### config.mk
export PLATFORM = sky130hd
export DESIGN_NAME = lms_top
export DESIGN_NICKNAME = d
export VERILOG_FILES = /design/src/lms_top.v
export VERILOG_INCLUDE_DIRS = /design/src
export SDC_FILE = /design/constraint.sdc
export NUM_CORES = 1
export LEC_CHECK = 0
export BUFFER_PORTS_ARGS = -buffer_cell sky130_fd_sc_hd__buf_2
export CAP_MARGIN = 20
export CORE_MARGIN = 4
export CORE_UTILIZATION = 45
export DETAILED_ROUTE_END_ITERATION = 16
export GPL_TIMING_DRIVEN = 1
export PLACE_DENSITY_LB_ADDON = 0.15
export SLEW_MARGIN = 5
export SYNTH_ARGS = -nofsm -noshare
export SYNTH_HDL_FRONTEND = slang
export SYNTH_SLANG_ARGS = --single-unit
### constraint.sdc
create_clock -name i_mclk -period 2.2 [get_ports i_mclk]
set_clock_uncertainty 0.2 [all_clocks]
set_input_delay 0.44 -clock i_mclk [delete_from_list [all_inputs] [get_ports i_mclk]]
set_output_delay 0.44 -clock i_mclk [all_outputs]
set_load 0.05 [all_outputs]
### src/lms_defines.vh
// constants for the loop maintenance and status led block
`ifndef LMS_DEFINES_VH
`define LMS_DEFINES_VH
`define LMS_CLK_MHZ 200
`define LMS_TICK_US 500
`define LMS_TICK_CYC (`LMS_TICK_US * `LMS_CLK_MHZ)
`define LMS_FILTER_MS 20
`define LMS_FILTER_TICKS (`LMS_FILTER_MS * 1000 / `LMS_TICK_US)
`define LMS_GAP_MS 200
`define LMS_GAP_TICKS (`LMS_GAP_MS * 1000 / `LMS_TICK_US)
`define LMS_ATTEMPT_MS 500
`define LMS_ATTEMPT_TICKS (`LMS_ATTEMPT_MS * 1000 / `LMS_TICK_US)
`define LMS_FOL_MS 1000
`define LMS_FOL_TICKS (`LMS_FOL_MS * 1000 / `LMS_TICK_US)
`define LMS_HALF8_US 62500
`define LMS_HALF8_TICKS (`LMS_HALF8_US / `LMS_TICK_US)
`define LMS_ADDR_GCR 5'h00
`define LMS_ADDR_CFR 5'h06
`define LMS_ADDR_STAT 5'h07
`define LMS_ADDR_MIR 5'h0F
`define LMS_ADDR_MIM 5'h10
`define LMS_GCR_AUTO_BIT 3
`define LMS_GCR_AADIS_BIT 6
`define LMS_GCR_RESET 8'h08
`define LMS_CFR_TONE_BIT 0
`define LMS_CFR_LOOP_BIT 1
`define LMS_MIR_DECODE_BIT 0
`define LMS_MIR_LEVEL_BIT 1
`define LMS_MIR_RESET 8'h00
`define LMS_MIM_RESET 8'h00
`define LMS_CODE_TONE 3'h1
`define LMS_CODE_LOOP 3'h2
`endif

### src/lms_top.v
// loop maintenance pulse decoding, test tone control and status led
//
// Local design decisions: strobed register access and the register addresses.
`timescale 1ns/1ps
`default_nettype none
`include "lms_defines.vh"

module lms_top #(
    parameter TICK_CYC = `LMS_TICK_CYC,
    parameter CODE_W = 3
) (
    // clock and reset
    input wire i_mclk,
    input wire i_rstn,
    // register port
    input wire [4:0] i_addr,
    input wire [7:0] i_wdata,
    input wire i_wr,
    input wire i_rd,
    output reg [7:0] o_rdata,
    // pins and line status
    input wire i_maintenance_pulse_in,
    input wire i_insertion_loss_test_n,
    input wire i_sck_strap,
    input wire i_line_active,
    // outputs
    output reg o_status_led_out,
    output reg o_single_test_tone,
    output reg o_loopback,
    output reg o_activation_attempt,
    output reg o_irq
);

    localparam P_STRAP = 4'h1;
    localparam P_ATTEMPT = 4'h2;
    localparam P_FOL = 4'h4;
    localparam P_RUN = 4'h8;

    localparam [1:0] LED_LOW = 2'h0;
    localparam [1:0] LED_HIGH = 2'h1;
    localparam [1:0] LED_1HZ = 2'h2;
    localparam [1:0] LED_8HZ = 2'h3;

    // shared tick timebase
    reg [31:0] tick_cnt_q;
    reg tick_q;
    always @(posedge i_mclk or negedge i_rstn)
    begin
        if (!i_rstn)
        begin
            tick_cnt_q <= 32'h0;
            tick_q <= 1'b0;
        end
        else if (tick_cnt_q == TICK_CYC - 1)
        begin
            tick_cnt_q <= 32'h0;
            tick_q <= 1'b1;
        end
        else
        begin
            tick_cnt_q <= tick_cnt_q + 32'h1;
            tick_q <= 1'b0;
        end
    end

    // pulse filter: a new level must stand a whole window to be taken
    reg filt_q;
    reg [15:0] filt_cnt_q;
    reg lvl_evt_q;
    always @(posedge i_mclk or negedge i_rstn)
    begin
        if (!i_rstn)
        begin
            filt_q <= 1'b1;
            filt_cnt_q <= 16'h0;
            lvl_evt_q <= 1'b0;
        end
        else
        begin
            lvl_evt_q <= 1'b0;
            if (i_maintenance_pulse_in == filt_q)
                filt_cnt_q <= 16'h0;
            else if (tick_q)
            begin
                if (filt_cnt_q == `LMS_FILTER_TICKS - 1)
                begin
                    filt_q <= i_maintenance_pulse_in;
                    filt_cnt_q <= 16'h0;
                    lvl_evt_q <= 1'b1;
                end
                else
                    filt_cnt_q <= filt_cnt_q + 16'h1;
            end
        end
    end

    // decoder: count filtered low pulses, latch after an idle gap
    reg filt_d1_q;
    reg [CODE_W-1:0] pcnt_q;
    reg [CODE_W-1:0] code_q;
    reg [15:0] gap_q;
    reg dec_evt_q;
    always @(posedge i_mclk or negedge i_rstn)
    begin
        if (!i_rstn)
        begin
            filt_d1_q <= 1'b1;
            pcnt_q <= {CODE_W{1'b0}};
            code_q <= {CODE_W{1'b0}};
            gap_q <= 16'h0;
            dec_evt_q <= 1'b0;
        end
        else
        begin
            filt_d1_q <= filt_q;
            dec_evt_q <= 1'b0;
            if (filt_d1_q && !filt_q)
            begin
                if (pcnt_q != {CODE_W{1'b1}})
                    pcnt_q <= pcnt_q + {{(CODE_W-1){1'b0}}, 1'b1};
                gap_q <= 16'h0;
            end
            else if (!filt_q)
                gap_q <= 16'h0;
            else if (tick_q && pcnt_q != {CODE_W{1'b0}})
            begin
                if (gap_q == `LMS_GAP_TICKS - 1)
                begin
                    code_q <= pcnt_q;
                    dec_evt_q <= 1'b1;
                    pcnt_q <= {CODE_W{1'b0}};
                    gap_q <= 16'h0;
                end
                else
                    gap_q <= gap_q + 16'h1;
            end
        end
    end

    // registers
    reg [7:0] gcr_q;
    reg [7:0] cfr_q;
    reg [7:0] mir_q;
    reg [7:0] mim_q;
    reg [7:0] mir_d;
    wire auto_maintenance_ctl;
    wire [7:0] evt;
    assign auto_maintenance_ctl = gcr_q[`LMS_GCR_AUTO_BIT];
    assign evt = {6'h0, lvl_evt_q, dec_evt_q};

    always @*
    begin
        mir_d = mir_q;
        if (i_wr && i_addr == `LMS_ADDR_MIR)
            mir_d = mir_d & ~i_wdata;
        // a new event wins over a clear in the same cycle
        mir_d = mir_d | evt;
    end

    reg [3:0] phase_q;
    always @(posedge i_mclk or negedge i_rstn)
    begin
        if (!i_rstn)
        begin
            gcr_q <= `LMS_GCR_RESET;
            cfr_q <= 8'h00;
            mir_q <= `LMS_MIR_RESET;
            mim_q <= `LMS_MIM_RESET;
        end
        else
        begin
            mir_q <= mir_d;
            if (phase_q == P_STRAP && i_sck_strap)
                gcr_q[`LMS_GCR_AADIS_BIT] <= 1'b1;
            else if (i_wr && i_addr == `LMS_ADDR_GCR)
                gcr_q <= i_wdata;
            if (i_wr && i_addr == `LMS_ADDR_CFR)
                cfr_q <= i_wdata;
            if (i_wr && i_addr == `LMS_ADDR_MIM)
                mim_q <= i_wdata;
        end
    end

    // start-up sequence; strap is caught on the first edge after release
    reg [15:0] ph_cnt_q;
    always @(posedge i_mclk or negedge i_rstn)
    begin
        if (!i_rstn)
        begin
            phase_q <= P_STRAP;
            ph_cnt_q <= 16'h0;
        end
        else
        begin
            case (phase_q)
                P_STRAP:
                begin
                    ph_cnt_q <= 16'h0;
                    phase_q <= i_sck_strap ? P_FOL : P_ATTEMPT;
                end
                P_ATTEMPT:
                begin
                    if (tick_q)
                        ph_cnt_q <= ph_cnt_q + 16'h1;
                    if (tick_q && ph_cnt_q == `LMS_ATTEMPT_TICKS - 1)
                        phase_q <= P_RUN;
                end
                P_FOL:
                begin
                    if (tick_q)
                        ph_cnt_q <= ph_cnt_q + 16'h1;
                    if (tick_q && ph_cnt_q == `LMS_FOL_TICKS - 1)
                        phase_q <= P_RUN;
                end
                P_RUN:
                    ph_cnt_q <= 16'h0;
                default:
                    phase_q <= P_STRAP;
            endcase
        end
    end

    // flash generator: 8 Hz half period, 1 Hz from eight of those
    reg [7:0] half_cnt_q;
    reg [2:0] div_q;
    reg f8_q;
    reg f1_q;
    always @(posedge i_mclk or negedge i_rstn)
    begin
        if (!i_rstn)
        begin
            half_cnt_q <= 8'h0;
            div_q <= 3'h0;
            f8_q <= 1'b0;
            f1_q <= 1'b0;
        end
        else if (tick_q)
        begin
            if (half_cnt_q == `LMS_HALF8_TICKS - 1)
            begin
                half_cnt_q <= 8'h0;
                f8_q <= ~f8_q;
                div_q <= div_q + 3'h1;
                if (div_q == 3'h7)
                    f1_q <= ~f1_q;
            end
            else
                half_cnt_q <= half_cnt_q + 8'h1;
        end
    end

    reg [1:0] led_mode;
    always @*
    begin
        case (phase_q)
            P_ATTEMPT: led_mode = LED_8HZ;
            P_FOL: led_mode = LED_LOW;
            P_RUN:
            begin
                if (i_line_active)
                    led_mode = LED_1HZ;
                else if (!gcr_q[`LMS_GCR_AADIS_BIT])
                    led_mode = LED_8HZ;
                else
                    led_mode = LED_HIGH;
            end
            default: led_mode = LED_HIGH;
        endcase
    end

    // outputs, all registered
    always @(posedge i_mclk or negedge i_rstn)
    begin
        if (!i_rstn)
        begin
            o_status_led_out <= 1'b1;
            o_single_test_tone <= 1'b0;
            o_loopback <= 1'b0;
            o_activation_attempt <= 1'b0;
            o_irq <= 1'b0;
            o_rdata <= 8'h00;
        end
        else
        begin
            case (led_mode)
                LED_LOW: o_status_led_out <= 1'b0;
                LED_HIGH: o_status_led_out <= 1'b1;
                LED_1HZ: o_status_led_out <= f1_q;
                default: o_status_led_out <= f8_q;
            endcase
            if (auto_maintenance_ctl)
            begin
                // pin and decoder both request the tone; the pin can raise it during loopback
                o_single_test_tone <= !i_insertion_loss_test_n
                    || code_q == `LMS_CODE_TONE;
                o_loopback <= code_q == `LMS_CODE_LOOP;
            end
            else
            begin
                o_single_test_tone <= cfr_q[`LMS_CFR_TONE_BIT];
                o_loopback <= cfr_q[`LMS_CFR_LOOP_BIT];
            end
            o_activation_attempt <= phase_q != P_STRAP
                && phase_q != P_FOL && !gcr_q[`LMS_GCR_AADIS_BIT];
            o_irq <= |(mir_d & mim_q);
            o_rdata <= 8'h00;
            if (i_rd)
            begin
                case (i_addr)
                    `LMS_ADDR_GCR: o_rdata <= gcr_q;
                    `LMS_ADDR_CFR: o_rdata <= cfr_q;
                    `LMS_ADDR_STAT: o_rdata <= {o_status_led_out,
                        filt_q, phase_q[3], i_line_active, 1'b0,
                        code_q};
                    `LMS_ADDR_MIR: o_rdata <= mir_q;
                    `LMS_ADDR_MIM: o_rdata <= mim_q;
                    default: o_rdata <= 8'h00;
                endcase
            end
        end
    end

endmodule // lms_top
`default_nettype wire

==> results of run 1 <==
-- power by group through the flow --
stage | combinational (W) | sequential [W] | clock, W
2_1_floorplan | 0.000643 | 0.00319 | 0
3_3_place_gp | 0.00105 | 0.00314 | 0
3_5_place_dp | 0.00108 | 0.00315 | 0
4_1_cts | 0.00109 | 0.00310 | 0.00294
5_1_grt | 0.00119 | 0.00312 | 0.00307
6_report | 0.00108 | 0.00310 | 0.00286
-- final cells by class --
class	count	area [µm²]	share of cell area (%)
Sequential cell	153	3840	41.4
Multi-Input combinational cell	527	3650	39.4
Timing Repair Buffer	118	887	9.57
Clock buffer	20	457	4.93
Tap cell	216	270	2.92
Clock inverter	12	124	1.34
Inverter	12	45.0	0.486
-- flip-flops by register name (all words and copies together) (netlist names), 8 cells and up --
signal / count
tick_cnt_q: 32
gcr_q: 8
ph_cnt_q: 16
filt_cnt_q: 16
o_rdata: 8
gap_q: 16
half_cnt_q: 8
cfr_q: 8
mim_q: 8
mir_q: 8
-- timing repair --
| action | CTS | global route |
|---|---|---|
| hold endpoints to repair | 31 | 0 |
| gates resized for setup | 3 | 33 |
| gates cloned | 0 | 1 |
| endpoints found under the setup margin | 11 | 32 |
| hold buffers | 1 | 0 |
| setup buffers | 3 | 7 |
| pin swaps | 3 | 24 |
-- per-stage QoR --
step | power [W] | setup TNS [ns]
final | 0.00705 | -0.372
after global routing | 0.00738 | -1.73
after CTS | 0.00713 | -0.152
after detailed placement | 0.00423 | -0.279
after global placement | 0.00419 | -0.159
after floorplan | 0.00384 | 0
-- synthesized netlist by cell type, types with 5 or more instances --
library cell,count
or3_1,13
nand2b_1,5
a22o_1,11
clkbuf_1,16
and2_1,6
mux2_2,42
xnor2_1,22
o21ai_1,16
a31oi_1,7
a21o_1,5
ha_1,11
nor2_1,52
dfrtp_1,148
xor2_1,27
and3_1,14
nand3_1,29
a21oi_1,29
nand2_1,71
inv_1,12
dfstp_2,5
or4_1,6
a22oi_1,8
nor4_1,7
and4_1,10
a21boi_0,8
nor3_1,20
nand4_1,19
o21ai_0,18
-- critical path: cells and delay by family, from the launching register on --
family / cells / cell delay (ns)
flip-flops: 1 / 0.38
buffers and inverters: 1 / 0.13
AO/OA/AOI/OAI: 2 / 0.28
AND/OR/NAND/NOR: 3 / 1.15
-- final timing paths --
check | to | slack [ns] | cells past startpoint
max | gap_q[9] | -0.05 | 6
min | o_single_test_tone | 0.03 | 2
max reg2reg | gap_q[9] | -0.05 | 6
min reg2reg | mir_q[1] | 0.26 | 1
max in group asynchronous | filt_q | 0.89 | 3
min in group asynchronous | ph_cnt_q[10] | 0.30 | 2
-- routing by layer --
metal / GRT usage [%] / up-vias / routed length, µm / share of wire [%]
li1: - / 2836 / - / -
met1: 24.4 / 2970 / 7680 / 46
met2: 30.6 / 95 / 8270 / 49
met3: 4.26 / 16 / 588 / 3.5
met4: 5.16 / 0 / 192 / 1.1
met5: 0 / - / 0 / 0
-- layout by cell type, fill, tap and decap left out, types with 16 or more instances in the layout --
cell	netlist	layout
mux2_2	42	42
buf_4	1	77
xor2_1	27	27
dfrtp_1	148	147
nor3_1	20	19
nand2_1	71	71
o21ai_0	18	16
buf_2	4	32
nor2_1	52	50
nand4_1	19	19
clkbuf_16	0	18
a21oi_1	29	26
xnor2_1	22	22
nand3_1	29	28
-- cell families (layout without fill, tap and decap cells) --
logic type	after synthesis	after routing
xor gates and xnor gates	49	49
AOI/OAI and AO/OA	135	135
adders and majority gates	11	11
DFF	153	153
buffers and inverters	35	162
muxes	50	50
and+or+nand+nor	282	282
==> impl_metrics.ini, run 1 <==
[status]
status = finished with violations
violations = negative setup slack

[setup_path]
crit_fanout = 6
crit_path_top_delay_cell = or4bb_1
worstSetupStartpoint = gap_q[12]
start_kind = flop
arrival_ns = 2.35
crit_type = reg -> reg
r2r_start = gap_q[12]
worstPathRequired_ns = 2.30
crit_path_cell_trace = or4bb_1 > nor4_4 > or2_4 > buf_12 > o21ai_2 > a32o_1
critPathMaxStageDelay_ns = 0.55
worstSetupEndpointType = flop

[placed_design]
dpl_worst_slack_ns = -0.0478
placed_area_mm2 = 0.00844
dp.final_hpwl_um = 11700
dp.cells = 1014
io_buffers = 33
gp_congestion = 0.871

[logic_synthesis]
synth_xor_area_share_pct = 5.72
synth_simple_gate_area_share_pct = 20.0
seq_area_frac_synth_pct = 51.1
ys_types = 67
synth_fa_ha_area_share_pct = 1.84
yosys_warnings = 0
synth_compound_area_share_pct = 12.0
async_reset_ff_share_pct = 100
synth_top_family_by_area = simple AND/OR/NAND/NOR gates
synth_fp_nets = 747
netlist_top_cells_area = dfrtp_1 (49%), mux2_2 (6.3%), nand2_1 (3.6%), xor2_1 (3.2%), nor2_1 (2.6%)
syn_area_mm2 = 0.00750
synthMuxAreaShare_pct = 7.44
ys_seq_elements = 153
synthesis.instances = 715
synth.largest_area_cell = dfrtp_1
synth_ff_type = dfrtp_1
synth_edf_count = 0
synth_top_area_share_pct = 49.4
avgSynthCellArea_um2 = 10.5

[hold_path]
holdCritStartpoint = i_insertion_loss_test_n
hold_class = in -> reg

[die]
io_pins = 34
core-area_mm2 = 0.0161
initial_core_util_pct = 46.5
die_h_um = 137
dieArea_mm2 = 0.0188
fp-row-count = 46
dieWidth_um = 137

[timing]
timing.final.crit_share_pct = 102
tightest_slew_ns = 1.06
whs_ns = 0.0255
maxSlewHeadroom_pct = 28.9
fmax_mhz = 444
period_needed_ns = 2.25
report.final.setup_viol = 12
hold_viol = 0
worst_slack_ns = -0.0541
rsz0062_at_grt = true
maxSlewViolCount = 0

[clock_network]
h-tree-depth = 4
cts_buffers = 17
cts.path.max_buffers = 2
clkLatencyLatePin_ns = 0.42
clk_pin_slew_ns = 0.06
cts_tree = yes
clkSinkCount = 153
cts_root_buffer = clkbuf_16

[cells_and_area]
nFillCells = 1392
diodes = 0
design_area_mm2 = 0.00927
drive_gt1_share_pct = 28.1
utilization_pct = 57.5
syn_to_final_growth_pct = 23.6
final_cell_count_no_fill = 1058
final_nets = 861

[global_routing]
grt.overflow.total = 0
grt_usage_pct = 18.5
antenna_found_initial = 0
grt_max_degree = 40
grt_pass1_vias = 5847
grt_pass1_wl_um = 28000

[pwr]
leakage_nw = 4.26
vdd_drop_max_v = 0.000562
p_clk_share_pct = 40.7
switching_share_pct = 26.8
share_comb_of_total_power_pct = 15.3
p_int_w = 0.00516
p_seq_share_pct = 44.0
powerDensity_mw_per_mm2 = 760
switchingPower_w = 0.00189

[routing]
vias_per_cell = 5.59
ant_nets = 0
drt_iter0_drc = 364
vias = 5917
wirelength_um = 16700
wl_per_cell_um = 15.8
drc = 0
dr.pass1.iters = 6

[flow_run]
drv_cap = 0
Power figures use the tool's default switching activity.
==> run 2, diff against run 1 <==
--- a/config.mk
+++ b/config.mk
@@ -13,6 +13,7 @@
 export DETAILED_ROUTE_END_ITERATION = 16
 export GPL_TIMING_DRIVEN = 1
 export PLACE_DENSITY_LB_ADDON = 0.15
+export REMOVE_ABC_BUFFERS = 1
 export SLEW_MARGIN = 5
 export SYNTH_ARGS = -nofsm -noshare
 export SYNTH_HDL_FRONTEND = slang
==> impl_metrics.ini, run 2 (synthesized netlist as in run 1, its figures left out) <==
[timing]
fmax_mhz = 436
worst_slack_ns = -0.0914
tightest_slew_ns = 0.970
hold_viol = 0
rsz0062_at_grt = true
maxSlewViolCount = 0
period_needed_ns = 2.29
fin_tns_setup_ns = -0.599
maxSlewHeadroom_pct = 34.8
whs_ns = 0.0201
report.final.setup_viol = 11
timing.final.crit_share_pct = 104

[routing]
wirelength_um = 17500
wl_per_cell_um = 16.3
dr.pass1.iters = 5
drt_iter0_drc = 401
ant_nets = 0
drc = 0
vias = 5953
vias_per_cell = 5.56

[pwr]
leakage_nw = 4.36
vdd_drop_max_v = 0.000557
powerDensity_mw_per_mm2 = 783

[placed_design]
placed_area_mm2 = 0.00850
gp_congestion = 0.854
io_buffers = 33
dp.final_hpwl_um = 11800
dpl_worst_slack_ns = -0.250

[clock_network]
clk_pin_slew_ns = 0.06
cts_buffers = 17
cts_root_buffer = clkbuf_16
clkSinkCount = 153
h-tree-depth = 4
cts.path.max_buffers = 2
clkLatencyLatePin_ns = 0.43
cts_tree = yes

[global_routing]
grt_max_degree = 51
antenna_found_initial = 0
grt.overflow.total = 0
grt_usage_pct = 19.4
grt_pass1_vias = 6073
grt_pass1_wl_um = 29100

[cells_and_area]
utilization_pct = 58.6
largest_register_ffs = 32
top_register = tick_cnt_q
drive_gt1_share_pct = 29.2
design_area_mm2 = 0.00944
syn_to_final_growth_pct = 25.9
diodes = 0
final_nets = 874
layout_common_cells = dfrtp_1 (147), buf_4 (90), nand2_1 (71)
layout_commonest_cell = dfrtp_1

[die]
dieArea_mm2 = 0.0188
initial_core_util_pct = 46.5
die_h_um = 137
dieWidth_um = 137
fp-row-count = 46
core-area_mm2 = 0.0161
io_pins = 34

[setup_path]
crit_fanout = 7
r2r_cells = 8
crit_type = reg -> reg
arrival_ns = 2.41
worstSetupEndpointType = flop
worstPathRequired_ns = 2.32
start_kind = flop

[status]
violations = negative setup slack
status = finished with violations

[hold_path]
whs_path_depth = 2
hold_class = in -> reg

[flow_run]
drv_cap = 0
## run 2: worst paths after layout
kind,from,endpoint,slack (ns)
max in group asynchronous,i_rstn,gcr_q[3],0.79
min reg2reg,f1_q,f1_q,0.26
min,i_insertion_loss_test_n,o_single_test_tone,0.02
max,gap_q[4],gap_q[3],-0.09
max reg2reg,gap_q[4],gap_q[3],-0.09
min in group asynchronous,i_rstn,ph_cnt_q[9],0.34
## run 2: layer usage
metal | vias to the layer above | GRT usage, % | share of wire [%]
met4 | 0 | 7.26 | 1.9
li1 | 2864 | - | -
met5 | - | 0 | 0
met3 | 31 | 3.82 | 3.3
met1 | 2941 | 26.0 | 46
met2 | 117 | 31.4 | 49
## run 2: power by group
group | internal, W | total, W | switching [W]
Clock | 0.00203 | 0.00318 | 0.00115
Combinational | 0.000457 | 0.00112 | 0.000665
Sequential | 0.00298 | 0.00309 | 0.000106
## run 2: worst max-delay path: stages (launching register included)
cell	delay, ns
dfrtp_1	0.38
or4_4	0.56
nor4_4	0.32
or2_1	0.19
buf_12	0.14
buf_8	0.13
buf_6	0.10
or3_1	0.09
o21ai_1	0.05
## run 2: area by class of cell
class                           count  area [µm²]
Fill cell                        1395        6680
Clock inverter                     13         200
Sequential cell                   153        3840
Clock buffer                       19         443
Tap cell                          216         270
Multi-Input combinational cell    528        3680
Inverter                           12        45.0
Timing Repair Buffer              130         963
## run 2: what timing repair did
action / 4_1_cts / 5_1_grt
resized for setup: 11 / 29
cloned: 0 / 1
endpoints found under the setup margin: 28 / 41
endpoints found under the hold margin: 43 / 0
buffers inserted: 6 / 9
hold buffers: 1 / 0
pin swaps: 4 / 20
## run 2: metrics by stage
step / std cells / power [W]
final: 1071 / 0.00739
after floorplan: 692 / 0.00380
after detailed placement: 1022 / 0.00422
after CTS: 1061 / 0.00743
after global placement: 1022 / 0.00418
after global routing: 1071 / 0.00772
==> run 3, diff against run 2 <==
--- a/config.mk
+++ b/config.mk
@@ -10,6 +10,7 @@
 export CAP_MARGIN = 20
 export CORE_MARGIN = 4
 export CORE_UTILIZATION = 45
+export CTS_BUF_LIST = sky130_fd_sc_hd__clkbuf_16
 export DETAILED_ROUTE_END_ITERATION = 16
 export GPL_TIMING_DRIVEN = 1
 export PLACE_DENSITY_LB_ADDON = 0.15
==> impl_metrics.ini, run 3 (synthesized netlist as in run 1, its figures left out) <==
[routing]
vias = 5965
drc = 0
vias_per_cell = 5.57
drt_iter0_drc = 405
dr.pass1.iters = 5
wirelength_um = 17500
ant_nets = 0
wl_per_cell_um = 16.3

[status]
violations = negative setup slack
status = finished with violations

[clock_network]
cts_root_buffer = clkbuf_16
clk_pin_slew_ns = 0.06
clkLatencyLatePin_ns = 0.43
clkSinkCount = 153
cts_buffers = 17
cts_tree = yes
cts.path.max_buffers = 2
h-tree-depth = 4

[timing]
tightest_slew_ns = 0.967
fmax_mhz = 436
timing.final.crit_share_pct = 104
maxSlewViolCount = 0
maxSlewHeadroom_pct = 35.0
whs_ns = 0.0207
worst_slack_ns = -0.0910
period_needed_ns = 2.29
rsz0062_at_grt = true
report.final.setup_viol = 11
hold_viol = 0

[flow_run]
drv_cap = 0

[cells_and_area]
final_cell_count_no_fill = 1071
drive_gt1_share_pct = 29.1
diodes = 0
utilization_pct = 58.5
layout_commonest_cell = dfrtp_1
multiInputGateArea_mm2 = 0.00368
top_register = tick_cnt_q
seq_area_mm2 = 0.00384
largest_register_ffs = 32
layout_common_cells = dfrtp_1 (147), buf_4 (90), nand2_1 (71)
nFillCells = 1395
final_nets = 874
syn_to_final_growth_pct = 25.8

[pwr]
switching_share_pct = 26.1
vdd_drop_max_v = 0.000556
leakage_nw = 4.35
share_comb_of_total_power_pct = 15.2
p_int_w = 0.00543
power_w = 0.00735
powerDensity_mw_per_mm2 = 780
p_clk_share_pct = 42.7
p_seq_share_pct = 42.0
switchingPower_w = 0.00192

[global_routing]
antenna_found_initial = 0
grt.overflow.total = 0
grt_pass1_vias = 6076
grt_usage_pct = 19.4
grt_max_degree = 51
grt_pass1_wl_um = 29100

[setup_path]
r2r_cells = 8
start_kind = flop
r2r_setup_slack_ns = -0.09
r2r-end = gap_q[3]
crit_fanout = 7
r2r_start = gap_q[4]
crit_type = reg -> reg
arrival_ns = 2.41
worstSetupEndpointType = flop
worstPathRequired_ns = 2.32

[hold_path]
holdCritStartpoint = i_insertion_loss_test_n
whs_path_depth = 2
holdPathEnd = o_single_test_tone
hold_class = in -> reg

[placed_design]
dp.final_hpwl_um = 11800
gp_congestion = 0.854
io_buffers = 33
dp.cells = 1022
dpl_worst_slack_ns = -0.250

[die]
dieWidth_um = 137
io_pins = 34
die_h_um = 137
initial_core_util_pct = 46.5
dieArea_mm2 = 0.0188
fp-row-count = 46
core-area_mm2 = 0.0161
## run 3: through the flow
stage               TNS, ns  instance area [µm²]
finish               -0.586                 9430
global route          -1.69                 9430
CTS                  -0.181                 9230
detailed placement    -2.00                 8500
global placement      -1.24                 8500
floorplan             -6.54                 7400
## run 3: final cells by class
type / count / share of cell area, %
clock inverter: 15 / 2.20
tap: 216 / 2.87
sequential: 153 / 40.7
clock buffer: 17 / 4.51
timing repair buffer: 130 / 10.2
inverter: 12 / 0.478
multi-input combinational: 528 / 39.0
## run 3: power groups by stage
stage | logic, W | registers, W | clock network (W)
finish | 0.00112 | 0.00309 | 0.00314
floorplan | 0.000544 | 0.00326 | 0
CTS | 0.00109 | 0.00309 | 0.00321
detailed placement | 0.00109 | 0.00313 | 0
global route | 0.00124 | 0.00311 | 0.00333
global placement | 0.00106 | 0.00312 | 0
## run 3: worst max path at each step
stage	startpoint	endpoint	slack, ns	depth (start not counted)
floorplan	i_addr[1]	gcr_q[0]	-0.51	4
global placement	i_addr[4]	o_irq	-0.25	7
detailed placement	i_addr[4]	o_irq	-0.25	7
CTS	gap_q[13]	code_q[0]	-0.04	5
global route	gap_q[4]	gap_q[3]	-0.14	8
finish	gap_q[4]	gap_q[3]	-0.09	8
## run 3: worst max-delay path: stages (launching register included)
cell,delay [ns]
dfrtp_1,0.38
or4_4,0.56
nor4_4,0.32
or2_1,0.19
buf_12,0.14
buf_8,0.13
buf_6,0.10
or3_1,0.09
o21ai_1,0.05
## run 3: per-layer routing
layer / track usage [%] / wire [µm] / vias to the layer above / part of all wire (%)
met2: 31.4 / 8510 / 125 / 49
met3: 3.82 / 617 / 31 / 3.5
met1: 26.0 / 8010 / 2944 / 46
met5: 0 / 0 / - / 0
met4: 7.26 / 324 / 0 / 1.9
li1: - / - / 2865 / -
## run 3: what timing repair did
item                                   in CTS  in global routing
endpoints found under the hold margin      43                  0
resized for setup                          11                 29
hold buffers                                1                  0
setup buffers                               6                  9
setup endpoints to repair                  28                 41
cloned                                      0                  1
pin swaps                                   4                 20
